[config.mk]
export PLATFORM = sky130hd
export DESIGN_NAME = bisg_top
export DESIGN_NICKNAME = d
export VERILOG_FILES = /design/src/bisg_pkg.sv /design/src/bisg_ch_if.sv /design/src/bisg_edge.sv /design/src/bisg_top.sv
export SDC_FILE = /design/constraint.sdc
export NUM_CORES = 1
export LEC_CHECK = 0
export BUFFER_PORTS_ARGS = -buffer_cell sky130_fd_sc_hd__buf_2
export CAP_MARGIN = 20
export CORE_ASPECT_RATIO = 1.2
export CORE_MARGIN = 5
export CORE_UTILIZATION = 50
export DETAILED_ROUTE_END_ITERATION = 10
export HOLD_SLACK_MARGIN = 0.02
export PLACE_DENSITY = 0.79
export SLEW_MARGIN = 40
export SYNTH_ARGS = -nofsm -noshare
export SYNTH_HDL_FRONTEND = slang
export SYNTH_SLANG_ARGS = --single-unit
[constraint.sdc]
create_clock -name clk -period 7.9 [get_ports clk]
set_input_delay 1.58 -clock clk [delete_from_list [all_inputs] [get_ports clk]]
set_output_delay 1.58 -clock clk [all_outputs]
set_load 0.01 [all_outputs]
[src/bisg_pkg.sv]
package bisg_pkg;
  // Channel count and reaction encoding
  localparam int          BISG_NCH        = 2;
  localparam logic [1:0]  BISG_RX_NONE    = 2'h0;
  localparam logic [1:0]  BISG_RX_OFF     = 2'h1;
  localparam logic [1:0]  BISG_RX_ON      = 2'h2;
  localparam logic [1:0]  BISG_RX_TOGGLE  = 2'h3;
  // Register offsets
  localparam logic [3:0]  BISG_A_CTRL     = 4'h0;
  localparam logic [3:0]  BISG_A_CH0      = 4'h1;
  localparam logic [3:0]  BISG_A_CH1      = 4'h2;
  localparam logic [3:0]  BISG_A_DELAY    = 4'h3;
  localparam logic [3:0]  BISG_A_STAT     = 4'h4;
  // Control fields
  localparam int          BISG_CTRL_RLIM  = 0;
  localparam int          BISG_CTRL_RST   = 1;
  // Channel config fields: [1:0] rise, [3:2] fall, [5:4] bus return, [6] forced
  localparam int          BISG_CF_RISE    = 0;
  localparam int          BISG_CF_FALL    = 2;
  localparam int          BISG_CF_RET     = 4;
  localparam int          BISG_CF_FORCE   = 6;
  localparam logic [7:0]  BISG_CFG_RST    = 8'h00;
  localparam logic [15:0] BISG_DELAY_RST  = 16'h0000;
  // Timing
  localparam int          BISG_CLK_MHZ    = 100;
  localparam int          BISG_MS_CYC     = BISG_CLK_MHZ * 1000;
  localparam int          BISG_RLIM_S     = 17;
  localparam int          BISG_RLIM_MS    = BISG_RLIM_S * 1000;
endpackage

[src/bisg_ch_if.sv]
`timescale 1ns/1ps
interface bisg_ch_if;
  logic rise;   // One-cycle rising edge event
  logic fall;   // One-cycle falling edge event
  logic level;  // Synchronised contact level
  modport src (output rise, output fall, output level);
  modport dst (input rise, input fall, input level);
endinterface

[src/bisg_edge.sv]
`timescale 1ns/1ps
module bisg_edge
  import bisg_pkg::*;
(
  // Clock, reset, enable
  input  wire logic clk,
  input  wire logic nrst,
  input  wire logic ce,
  // Contact pin
  input  wire logic pin,
  // Events
  bisg_ch_if.src    ev
);
  typedef struct packed {
    logic s1;   // First sync stage
    logic s2;   // Second sync stage
    logic s3;   // Previous level
  } bisg_edge_st_t;

  bisg_edge_st_t st_r;
  bisg_edge_st_t st_nxt;

  // Shift chain
  always_comb begin
    st_nxt = st_r;
    if (ce) begin
      st_nxt.s1 = pin;
      st_nxt.s2 = st_r.s1;
      st_nxt.s3 = st_r.s2;
    end
  end

  // State register
  always_ff @(posedge clk or negedge nrst) begin
    if (!nrst) begin
      st_r <= '0;
    end else begin
      st_r <= st_nxt;
    end
  end

  // Edges only from the second stage onward
  assign ev.rise  = ce & st_r.s2 & ~st_r.s3;
  assign ev.fall  = ce & ~st_r.s2 & st_r.s3;
  assign ev.level = st_r.s2;

  property p_one_pulse;
    @(posedge clk) disable iff (!nrst) ev.rise |=> !ev.rise;
  endproperty
  a_one_pulse: assert property (p_one_pulse) else $error("rise pulse too long");
endmodule // bisg_edge

[src/bisg_top.sv]
`timescale 1ns/1ps
//Contract
// - Two inputs, each evaluated independently
// - Per-channel reaction config for edges, return
// - Request from level or forced command
// - No reaction before startup delay ends
// - Edges during delay discarded, not queued
// - One shared startup delay value
// - Rate limit blocks telegrams first 17s
// - Return reaction dropped if delay ends early
// - Single rate-limit enable for both inputs
// - Rate limit gates input and periodic telegrams
// - Periodic sends start after 17s limit
module bisg_top
  import bisg_pkg::*;
#(
  parameter int RLIM_CYC = BISG_RLIM_MS * BISG_MS_CYC,  // 17 s in cycles
  parameter int MS_CYC   = BISG_MS_CYC                   // Cycles per ms tick
)(
  // Clock, reset, enable
  input  wire logic        clk,
  input  wire logic        nrst,
  input  wire logic        ce,
  // Bus voltage return event
  input  wire logic        bus_ret,
  // Contact pins
  input  wire logic [1:0]  pin,
  // Periodic send tick for the channels
  input  wire logic        cyc_tick,
  // Register port
  input  wire logic [3:0]  addr,
  input  wire logic [31:0] wdata,
  input  wire logic        wr,
  input  wire logic        rd,
  output logic      [31:0] rdata,
  // Telegram requests
  output logic      [1:0]  tx_req,
  output logic      [1:0]  tx_val,
  output logic      [1:0]  tx_cyc
);
  typedef enum logic [1:0] {BISG_DELAY, BISG_WAIT, BISG_RUN} bisg_ph_t;

  typedef struct packed {
    bisg_ph_t    ph;        // Startup phase
    logic        rlim;      // Rate limit enable, shared
    logic [7:0]  cfg0;      // Channel 0 config
    logic [7:0]  cfg1;      // Channel 1 config
    logic [15:0] delay;     // Shared startup delay in ms
    logic [15:0] ms_cnt;    // Elapsed ms of delay
    logic [31:0] sub_cnt;   // Cycles inside current ms
    logic [31:0] rl_cnt;    // Cycles since bus return
    logic        rl_act;    // Rate window still open
    logic [1:0]  obj;       // Switching object values
    logic [1:0]  req;       // Request strobes
    logic [1:0]  val;       // Request values
    logic [1:0]  cyc;       // Periodic send strobes
    logic [31:0] rdat;      // Read data
    logic [2:0]  br;        // Bus return sync chain, [0] first stage
  } bisg_st_t;

  bisg_st_t st_r;
  bisg_st_t st_nxt;

  // Per-channel edge detectors
  bisg_ch_if chi [BISG_NCH] ();
  logic [1:0] rise_v;
  logic [1:0] fall_v;
  logic [1:0] lvl_v;

  genvar gi;
  generate
    for (gi = 0; gi < BISG_NCH; gi++) begin : g_ch
      bisg_edge u_edge (
        .clk  (clk),
        .nrst (nrst),
        .ce   (ce),
        .pin  (pin[gi]),
        .ev   (chi[gi])
      );
      assign rise_v[gi] = chi[gi].rise;
      assign fall_v[gi] = chi[gi].fall;
      assign lvl_v[gi]  = chi[gi].level;
    end
  endgenerate

  // Bus return edge from the second and third sync stages
  logic br_ev;
  assign br_ev = st_r.br[1] & ~st_r.br[2];

  // Software restart through the control register
  logic sw_rst;
  assign sw_rst = wr && (addr == BISG_A_CTRL) && wdata[BISG_CTRL_RST];

  // Reaction decode into request and value
  function automatic logic [1:0] bisg_react(input logic [1:0] rx, input logic obj,
                                            input logic lvl, input logic force_m);
    logic [1:0] r;
    r = 2'h0;
    if (rx != BISG_RX_NONE) begin
      r[1] = 1'b1;
      if (!force_m) begin
        r[0] = lvl;
      end else begin
        unique case (rx)
          BISG_RX_OFF:    r[0] = 1'b0;
          BISG_RX_ON:     r[0] = 1'b1;
          BISG_RX_TOGGLE: r[0] = ~obj;
          default:        r[0] = 1'b0;
        endcase
      end
    end
    return r;
  endfunction

  logic [7:0] cfg_a [BISG_NCH];
  assign cfg_a[0] = st_r.cfg0;
  assign cfg_a[1] = st_r.cfg1;

  // Next state
  always_comb begin
    logic [1:0] rx;
    logic [1:0] re;
    logic       blk;
    logic       dly_done;
    rx       = 2'h0;
    re       = 2'h0;
    blk      = 1'b0;
    dly_done = 1'b0;
    st_nxt   = st_r;
    if (ce) begin
      st_nxt.req  = 2'h0;
      st_nxt.cyc  = 2'h0;
      st_nxt.rdat = 32'h0;
      // Bus return passes two flops before its edge is taken
      st_nxt.br   = {st_r.br[1:0], bus_ret};
      // Rate window counter runs from bus return
      if (st_r.rl_act) begin
        if (st_r.rl_cnt >= 32'(RLIM_CYC - 1)) begin
          st_nxt.rl_act = 1'b0;
        end else begin
          st_nxt.rl_cnt = st_r.rl_cnt + 32'h1;
        end
      end
      // One gate shared by both channels while the window is open
      blk = st_r.rlim & st_r.rl_act;
      // Startup phase sequencing
      unique case (st_r.ph)
        BISG_DELAY: begin                       // events dropped here
          // Delay counted in whole ms ticks
          dly_done = (st_r.ms_cnt >= st_r.delay);
          if (dly_done) begin
            st_nxt.ph = BISG_RUN;
            // Bus return reaction only if rate limit off or rate window closed
            if (!blk) begin
              for (int i = 0; i < BISG_NCH; i++) begin
                re = bisg_react(cfg_a[i][BISG_CF_RET +: 2], st_r.obj[i], lvl_v[i],
                                cfg_a[i][BISG_CF_FORCE]);
                st_nxt.req[i] = re[1];
                st_nxt.val[i] = re[0];
                if (re[1]) begin
                  st_nxt.obj[i] = re[0];
                end
              end
            end
          end else if (st_r.sub_cnt >= 32'(MS_CYC - 1)) begin
            st_nxt.sub_cnt = 32'h0;
            st_nxt.ms_cnt  = st_r.ms_cnt + 16'h1;
          end else begin
            st_nxt.sub_cnt = st_r.sub_cnt + 32'h1;
          end
        end
        BISG_WAIT: begin
          st_nxt.ph = BISG_RUN;
        end
        BISG_RUN: begin
          // Each channel picks its own reaction
          for (int i = 0; i < BISG_NCH; i++) begin
            rx = rise_v[i] ? cfg_a[i][BISG_CF_RISE +: 2] :
                 fall_v[i] ? cfg_a[i][BISG_CF_FALL +: 2] : BISG_RX_NONE;
            re = bisg_react(rx, st_r.obj[i], lvl_v[i], cfg_a[i][BISG_CF_FORCE]);
            if (re[1] && !blk) begin
              st_nxt.req[i] = 1'b1;
              st_nxt.val[i] = re[0];
              st_nxt.obj[i] = re[0];
            end
            if (cyc_tick && !blk) begin
              st_nxt.cyc[i] = 1'b1;
            end
          end
        end
        default: st_nxt.ph = BISG_DELAY;
      endcase
      // Bus return restarts delay and rate window
      if (br_ev || sw_rst) begin
        st_nxt.ph      = BISG_DELAY;
        st_nxt.ms_cnt  = 16'h0;
        st_nxt.sub_cnt = 32'h0;
        st_nxt.rl_cnt  = 32'h0;
        st_nxt.rl_act  = 1'b1;
        st_nxt.req     = 2'h0;
        st_nxt.cyc     = 2'h0;
      end
      // Register writes
      if (wr) begin
        unique case (addr)
          BISG_A_CTRL:  st_nxt.rlim  = wdata[BISG_CTRL_RLIM];
          BISG_A_CH0:   st_nxt.cfg0  = wdata[7:0];
          BISG_A_CH1:   st_nxt.cfg1  = wdata[7:0];
          BISG_A_DELAY: st_nxt.delay = wdata[15:0];
          default: ;
        endcase
      end
      // Register reads
      if (rd) begin
        unique case (addr)
          BISG_A_CTRL:  st_nxt.rdat = {31'h0, st_r.rlim};
          BISG_A_CH0:   st_nxt.rdat = {24'h0, st_r.cfg0};
          BISG_A_CH1:   st_nxt.rdat = {24'h0, st_r.cfg1};
          BISG_A_DELAY: st_nxt.rdat = {16'h0, st_r.delay};
          BISG_A_STAT:  st_nxt.rdat = {24'h0, st_r.obj, lvl_v, 1'b0, st_r.rl_act,
                                       st_r.ph};
          default:      st_nxt.rdat = 32'h0;
        endcase
      end
    end
  end

  // State register; reset acts as bus return
  always_ff @(posedge clk or negedge nrst) begin
    if (!nrst) begin
      st_r        <= '0;
      st_r.ph     <= BISG_DELAY;
      st_r.rl_act <= 1'b1;
      st_r.cfg0   <= BISG_CFG_RST;
      st_r.cfg1   <= BISG_CFG_RST;
      st_r.delay  <= BISG_DELAY_RST;
    end else begin
      st_r <= st_nxt;
    end
  end

  assign rdata  = st_r.rdat;
  assign tx_req = st_r.req;
  assign tx_val = st_r.val;
  assign tx_cyc = st_r.cyc;

  // Checks
  // No request while the delay keeps running
  property p_no_req_delay;
    @(posedge clk) disable iff (!nrst)
      (st_r.ph == BISG_DELAY && st_nxt.ph == BISG_DELAY) |=> (tx_req == 2'h0);
  endproperty
  a_no_req_delay: assert property (p_no_req_delay) else $error("request in delay");

  // A rising edge in the delay never ends it early
  property p_no_queue;
    @(posedge clk) disable iff (!nrst)
      (st_r.ph == BISG_DELAY && (rise_v != 2'h0)) |-> (st_nxt.ph != BISG_RUN) ||
      (st_r.ms_cnt >= st_r.delay);
  endproperty
  a_no_queue: assert property (p_no_queue) else $error("edge queued");

  // Open window with limit on blocks all channel telegrams
  property p_rlim_block;
    @(posedge clk) disable iff (!nrst)
      (st_r.rlim && st_r.rl_act && ce) |=> (tx_req == 2'h0 && tx_cyc == 2'h0);
  endproperty
  a_rlim_block: assert property (p_rlim_block) else $error("telegram in rate window");

  // Delay ending inside the window drops the return reaction
  property p_ret_drop;
    @(posedge clk) disable iff (!nrst)
      (ce && st_r.ph == BISG_DELAY && st_r.ms_cnt >= st_r.delay && st_r.rlim &&
       st_r.rl_act && !br_ev && !sw_rst) |=> (tx_req == 2'h0 && st_r.ph == BISG_RUN);
  endproperty
  a_ret_drop: assert property (p_ret_drop) else $error("return reaction not dropped");

  // Periodic sends only from a cycle with the gate open
  property p_cyc_late;
    @(posedge clk) disable iff (!nrst)
      (tx_cyc != 2'h0) |-> (!$past(st_r.rlim) || !$past(st_r.rl_act));
  endproperty
  a_cyc_late: assert property (p_cyc_late) else $error("periodic send too early");

  // Forced ON on a rising edge sends ON
  property p_rise_req;
    @(posedge clk) disable iff (!nrst)
      (ce && st_r.ph == BISG_RUN && rise_v[0] && st_r.cfg0[1:0] == BISG_RX_ON &&
       st_r.cfg0[BISG_CF_FORCE] && !(st_r.rlim && st_r.rl_act) && !br_ev && !wr)
      |=> (tx_req[0] && tx_val[0]);
  endproperty
  a_rise_req: assert property (p_rise_req) else $error("rising edge lost");

  // Unforced falling edge sends the low level
  property p_level_req;
    @(posedge clk) disable iff (!nrst)
      (ce && st_r.ph == BISG_RUN && fall_v[1] && st_r.cfg1[3:2] != BISG_RX_NONE &&
       !st_r.cfg1[BISG_CF_FORCE] && !(st_r.rlim && st_r.rl_act) && !br_ev && !wr)
      |=> (tx_req[1] && !tx_val[1]);
  endproperty
  a_level_req: assert property (p_level_req) else $error("level request wrong");

  // A rising edge on channel 0 leaves channel 1 quiet
  property p_indep;
    @(posedge clk) disable iff (!nrst)
      (ce && st_r.ph == BISG_RUN && rise_v[0] && !rise_v[1] && !fall_v[1] && !cyc_tick)
      |=> !tx_req[1];
  endproperty
  a_indep: assert property (p_indep) else $error("channels not independent");

  // Restart puts the block back into the delay with the window open
  property p_restart;
    @(posedge clk) disable iff (!nrst)
      (ce && (br_ev || sw_rst)) |=>
      (st_r.ph == BISG_DELAY && st_r.rl_act && tx_req == 2'h0);
  endproperty
  a_restart: assert property (p_restart) else $error("restart not taken");

  // The shared delay holds the phase until its count is reached
  property p_delay_hold;
    @(posedge clk) disable iff (!nrst)
      (ce && st_r.ph == BISG_DELAY && st_r.ms_cnt < st_r.delay && !br_ev && !sw_rst)
      |=> (st_r.ph == BISG_DELAY);
  endproperty
  a_delay_hold: assert property (p_delay_hold) else $error("delay ended early");

  // Periodic strobes only appear in the run phase
  property p_cyc_run;
    @(posedge clk) disable iff (!nrst)
      (tx_cyc != 2'h0) |-> (st_r.ph == BISG_RUN);
  endproperty
  a_cyc_run: assert property (p_cyc_run) else $error("periodic send outside run");

  // A channel 0 request carries the value now held in its object
  property p_obj_track;
    @(posedge clk) disable iff (!nrst)
      tx_req[0] |-> (tx_val[0] == st_r.obj[0]);
  endproperty
  a_obj_track: assert property (p_obj_track) else $error("object not tracked");

  // The window stays open until its full count has run
  property p_win_open;
    @(posedge clk) disable iff (!nrst)
      (ce && st_r.rl_act && st_r.rl_cnt < 32'(RLIM_CYC - 1)) |=> st_r.rl_act;
  endproperty
  a_win_open: assert property (p_win_open) else $error("window closed early");
endmodule // bisg_top

==> results of run 1 <==
-- metal layers --
metal  track usage (%)  up-vias  part of all wire (%)
met3             4.320       28                   4.3
met1             24.74     3249                    42
met4             7.296        0                   2.2
met5                 0        -                     0
met2             34.56      183                    51
li1                  -     3154                     -
-- worst max-delay path by stage --
stage / from / to / slack, ns / depth (start not counted)
after floorplan: addr[1] / st_r[158] / 4.54 / 7
final: addr[0] / st_r[123] / 3.75 / 7
after global routing: addr[0] / st_r[113] / 3.54 / 7
after CTS: addr[0] / st_r[123] / 3.77 / 7
after detailed placement: addr[0] / st_r[123] / 3.32 / 7
after global placement: addr[0] / st_r[117] / 3.36 / 7
-- Yosys cell counts (3+ instances only) --
master / number
or3_2: 5
or2_2: 5
nor2b_1: 6
a21bo_2: 3
a21o_1: 3
buf_4: 38
a22oi_1: 8
dfrtp_1: 146
o22ai_1: 12
mux2i_1: 11
nand2_1: 61
nand2b_1: 6
a22o_1: 8
inv_1: 61
o211ai_1: 22
nor3_1: 14
nand4_1: 22
buf_1: 6
and2_1: 4
nor4_1: 7
or3_1: 23
and3_1: 10
and4_1: 10
a211oi_1: 6
o2111ai_1: 8
o21ai_0: 58
nand3b_1: 9
nor2_1: 32
clkbuf_1: 20
a21oi_1: 59
o22a_1: 8
mux2_2: 27
or4_1: 7
a31oi_1: 10
o21a_1: 7
o2bb2ai_1: 17
o31ai_1: 8
ha_1: 19
buf_2: 7
buf_6: 3
nand3_1: 34
-- layout make-up --
type	count	area [um2]	area share, %
clock inverters	6	130.1	1.447
clock buffers	23	457.9	5.091
inverters	61	229.0	2.546
repair buffers	58	322.8	3.589
well taps	212	265.3	2.949
multi-input cells	591	3910	43.47
flip-flops and latches	147	3680	40.91
-- worst max-delay path, stage by stage --
cell and delay, ns:
buf_2 0.21, nor4_1 0.44, a32o_1 0.69, nand2_1 0.60, a21oi_2 0.44, buf_4 0.34, o211ai_1 0.12
-- registers in the layout (all words and copies together), names as in the netlist --
register              flops
st_r                    104
cfg_a                    16
rdata                    16
g_ch.u_edge.st_r          4
g_ch.u_edge.ev.level      2
tx_req                    2
tx_val                    2
tx_cyc                    1
-- power by group through the flow --
stage / clock [mW] / combinational, mW / sequential, mW
after global placement: 0 / 0.388 / 0.931
final: 0.822 / 0.404 / 0.924
after detailed placement: 0 / 0.400 / 0.935
after global routing: 0.872 / 0.461 / 0.937
after CTS: 0.833 / 0.406 / 0.922
after floorplan: 0 / 0.307 / 0.904
-- cell usage in the layout (no fill, tap or decap), drive strengths merged, types with 7 or more instances in the layout --
| master | instances |
|---|---|
| inv | 60 |
| nand3 | 34 |
| o2bb2ai | 17 |
| nor3 | 15 |
| nand2 | 61 |
| clkbuf | 24 |
| buf | 57 |
| a22o | 8 |
| and3 | 12 |
| a21oi | 59 |
| o211ai | 24 |
| dfrtp | 146 |
| o22ai | 12 |
| nor4 | 8 |
| o22a | 8 |
| o2111ai | 8 |
| ha | 19 |
| nand3b | 9 |
| o21a | 7 |
| nor2 | 33 |
| conb | 16 |
| or3 | 28 |
| o31ai | 8 |
| mux2i | 11 |
| or4 | 7 |
| mux2 | 27 |
| a22oi | 8 |
| nand4 | 22 |
| o21ai | 59 |
| and4 | 10 |
| a31oi | 10 |
-- kinds of logic after synthesis --
group,Yosys count
xor+xnor,2
other cells,1
buf+inv,135
flops,147
mux,39
simple gates,264
fa+ha+maj,19
compound gates,251
==> results.toml, run 1 <==
[outcome]
outcome = "completed"

[placement]
place_ws_ns = 3.323
placed_area_mm2 = 0.008383
portBuffers = 50
dp.cells = 1069
dp_hpwl_um = 12420
place_congestion = 0.8473

[logic_synthesis]
synth_top_area_share_pct = 44.76
synth_edf_count = 0
synth_simple_gate_area_share_pct = 17.66
synth_warnings = 0
synth_area_mm2 = 0.008163
async_flop_share_pct = 100.0
synth.largest_area_cell = "dfrtp_1"
yosysSeqAreaShare_pct = 45.08
synth_cells = 858
synth_cell_types = 66
netlist_top_cells_area = "dfrtp_1, mux2_2, a21oi_1"
synth-compound-area-share_pct = 20.40
synth_ff_type = "dfrtp_1"
synth_fa_ha_area_share_pct = 2.912
synth_top_family_by_area = "compound AO/OA/AOI/OAI gates"
avgSynthCellArea_um2 = 9.514
synthXorXnorAreaFrac_pct = 0.2146
synth-seq-cells = 147
synthMuxAreaShare_pct = 5.349

[timing]
slew_viol_final = 0
setup_viol = 0
maxSlewHeadroom_pct = 46.83
setup_slack_ns = 3.751
post-route-period-util_pct = 52.52
fin_setup_tns_ns = 0
max_freq_ghz = 0.2410
clock_skew_ns = 0.008047
hold_slack_ns = 0.4775
max_slew.worst_pin.slew_ns = 0.7927
period_needed_ns = 4.149
hold_viol = 0
rsz0062_at_grt = "no"

[worst_setup_path]
r2r-start = "st_r[113]"
cp-end-kind = "flop"
r2r_cells = 9
path_class = "input port to flop"
crit_path_start_kind = "input port"
r2r_slack_ns = 5.05
crit_arrival_ns = 4.44
critPathRequiredTime_ns = 8.19
crit_fanout = 25
r2r_end = "st_r[82]"

[min_path]
hold_depth = 1
worstHoldStart = "rdata[5]"
min_path_type = "flop to flop"
holdPathEnd = "rdata[5]"

[drt]
finalWirelength_um = 18380
first_iter_violations = 495
drc = 0
vias_per_cell = 6.024
vias = 6614
first_pass_iters = 5
final_antenna_net_count = 0
wl_per_cell_um = 16.74

[cells_and_area]
final_nets = 940
area_growth_pct = 10.19
diodes = 0
fin_area_mm2 = 0.008995
fillers = 1371
drive_gt1_share_pct = 15.69
final_util_pct = 55.72
final_cells = 1098

[grt]
grt_pass1_wl_um = 31350
antenna_found_initial = 0
grt_pass1_vias = 6522
grt_max_degree = 88
grt_util_all_layers_pct = 20.05
grt-ovfl-total = 0

[die]
boundaryPins = 83
die_w_um = 126.6
die_area_mm2 = 0.01899
fp.coreArea_mm2 = 0.01614
die_h_um = 150.0
start_util_pct = 50.56
row_count = 51

[clock_tree]
clkSlewWorstSetupHoldPaths_ns = 0.06
cts_tree = "yes"
clock_latency_ns = 0.42
postCtsHoldBufs = 0
h-tree-depth = 4
cts_buffer_depth = 2
clock-root-buffer = "clkbuf_16"
cts_buffers = 17
post_cts_buffers = 0
cts.repair.resized = 0
cts_num_sinks = 147

[power_and_ir_drop]
p_leak_nw = 3.884
p_switching_mw = 0.6210
peakVddDrop_mv = 0.1646
p_sw_share_pct = 28.88
intPower_mw = 1.529
power.share.clock_pct = 38.2
seqPwrFrac_pct = 43.0
powerDensity_mw_per_mm2 = 239.0
total_power_mw = 2.150
p_comb_share_pct = 18.8

[flow_run]
cap_violations = 0
No activity file was read; power rests on OpenSTA's default activity.
==> run 2, diff against run 1 <==
--- a/config.mk
+++ b/config.mk
@@ -12,7 +12,7 @@
 export CORE_UTILIZATION = 50
 export DETAILED_ROUTE_END_ITERATION = 10
 export HOLD_SLACK_MARGIN = 0.02
-export PLACE_DENSITY = 0.79
+export PLACE_DENSITY = 0.82
 export SLEW_MARGIN = 40
 export SYNTH_ARGS = -nofsm -noshare
 export SYNTH_HDL_FRONTEND = slang
==> constraint.sdc (replaced) <==
create_clock -name clk -period 3.5 [get_ports clk]
set_input_delay 0.7 -clock clk [delete_from_list [all_inputs] [get_ports clk]]
set_output_delay 0.7 -clock clk [all_outputs]
set_load 0.01 [all_outputs]
==> run 2 against run 1 <==
Flip-flop and latch count stayed put. Sequential share of layout area shrank 0.47 points. Worst setup slack got worse by 2.9 ns. Register-to-register slack worse by 4.2 ns. Cell count is 0.91% higher. Critical path type is now flop to flop.
==> results.toml, run 2 (synthesis gave the netlist of run 1 again) <==
[timing]
maxSlewHeadroom_pct = 51.38
clock_skew_ns = 0.007874
max_slew.worst_pin.slew_ns = 0.7292
period_needed_ns = 2.692
setup_viol = 0
rsz0062_at_grt = "no"
fin_setup_tns_ns = 0
hold_viol = 0
post-route-period-util_pct = 76.92
max_freq_ghz = 0.3714
slew_viol_final = 0

[clock_tree]
cts_buffers = 17
post_cts_buffers = 0
clkSlewWorstSetupHoldPaths_ns = 0.06
clock-root-buffer = "clkbuf_16"
cts_num_sinks = 147
cts_buffer_depth = 2
cts_tree = "yes"
cts.repair.resized = 0
h-tree-depth = 4
postCtsHoldBufs = 0
clock_latency_ns = 0.42

[drt]
final_antenna_net_count = 0
first_pass_iters = 5
vias = 6702
wl_per_cell_um = 17.31
vias_per_cell = 6.049
first_iter_violations = 734
finalWirelength_um = 19180
drc = 0

[worst_setup_path]
r2r-start = "st_r[117]"
r2r_slack_ns = 0.81
crit_path_start_kind = "flop"
r2r_end = "st_r[41]"
path_class = "flop to flop"
crit_fanout = 6
critPathRequiredTime_ns = 3.85
crit_arrival_ns = 3.04
r2r_cells = 7
cp-end-kind = "flop"

[die]
die_w_um = 126.6
fp.coreArea_mm2 = 0.01614
die_area_mm2 = 0.01899
row_count = 51
boundaryPins = 83
start_util_pct = 50.56
die_h_um = 150.0

[power_and_ir_drop]
powerDensity_mw_per_mm2 = 551.5
peakVddDrop_mv = 0.3925
p_leak_nw = 3.948

[outcome]
outcome = "completed"

[cells_and_area]
largest_reg_flops = 104
final_common_cell = "dfrtp_1"
fin_area_mm2 = 0.009099
drive_gt1_share_pct = 17.08
top_register = "st_r"
seq_area_mm2 = 0.003680
area_growth_pct = 11.47
layout_common_cells = "dfrtp_1, nand2_1, inv_1"
multiInputGateArea_mm2 = 0.003897
diodes = 0
fillers = 1335
final_nets = 948

[grt]
grt_pass1_vias = 6419
grt_max_degree = 66
grt_util_all_layers_pct = 20.46
grt_pass1_wl_um = 31760
antenna_found_initial = 0
grt-ovfl-total = 0

[placement]
place_congestion = 0.8233
dp_hpwl_um = 12470
placed_area_mm2 = 0.008443
portBuffers = 50

[flow_run]
cap_violations = 0

[min_path]
min_path_type = "input port to asynchronous set/reset pin"
==> run 2: cell count changes in the layout (fill, tap and decap cells not counted), moves of 2 or more <==
cell	previous run	this run
buf_4	7	15
clkinvlp_4	0	2
clkinv_4	0	3
clkinv_2	2	0
clkbuf_1	5	0
inv_6	0	3
==> run 2: final cells by class <==
class	instances	share of cell area (%)
clock buffers	18	4.827
clock inverters	13	2.186
inverters	61	2.517
multi-input cells	591	42.84
flip-flops and latches	147	40.44
well taps	212	2.915
repair buffers	66	4.277
==> run 2: metal layers <==
metal  vias to the layer above  GRT usage [%]  part of all wire, %
met5                         -              0                    0
met4                         0          8.208                  2.9
met3                        50          3.999                  5.6
met2                       224          35.04                   50
met1                      3252          25.40                   41
li1                       3176              -                    -
==> run 2: power breakdown <==
part / switching, mW / leakage (nW) / internal (mW) / total (mW)
logic: 0.568 / 1.75 / 0.377 / 0.945
registers: 0.205 / 1.90 / 1.89 / 2.09
clock network: 0.757 / 0.306 / 1.22 / 1.98
==> run 2: worst max path at each step <==
stage,start,slack (ns),cells past startpoint,endpoint
CTS,st_r[54],0.75,6,st_r[67]
finish,st_r[117],0.81,7,st_r[41]
detailed placement,addr[0],0.52,6,st_r[80]
global placement,addr[0],0.59,6,st_r[80]
global route,st_r[117],0.61,9,st_r[76]
floorplan,addr[1],1.02,7,st_r[158]
==> run 2: critical path, stage by stage (launching register included) <==
cell	delay (ns)
dfrtp_1	0.45
ha_1	0.36
a21o_1	0.17
a221oi_1	0.32
o21ai_0	0.21
a22oi_1	0.60
o22a_1	0.31
mux2i_1	0.20
==> run 2: metrics by stage <==
step	setup slack (ns)	utilization (%)	hold slack, ns	instances	power, mW
4_1_cts	0.7530	56.25	0.2920	1108	5.021
2_1_floorplan	1.018	-	0.4044	873	2.733
6_report	0.8077	56.36	0.2686	1108	5.018
3_5_place_dp	0.5158	52.30	0.4683	1077	3.027
5_1_grt	0.6075	56.36	0.3146	1108	5.255
3_3_place_gp	0.5901	52.30	0.4648	1077	2.986
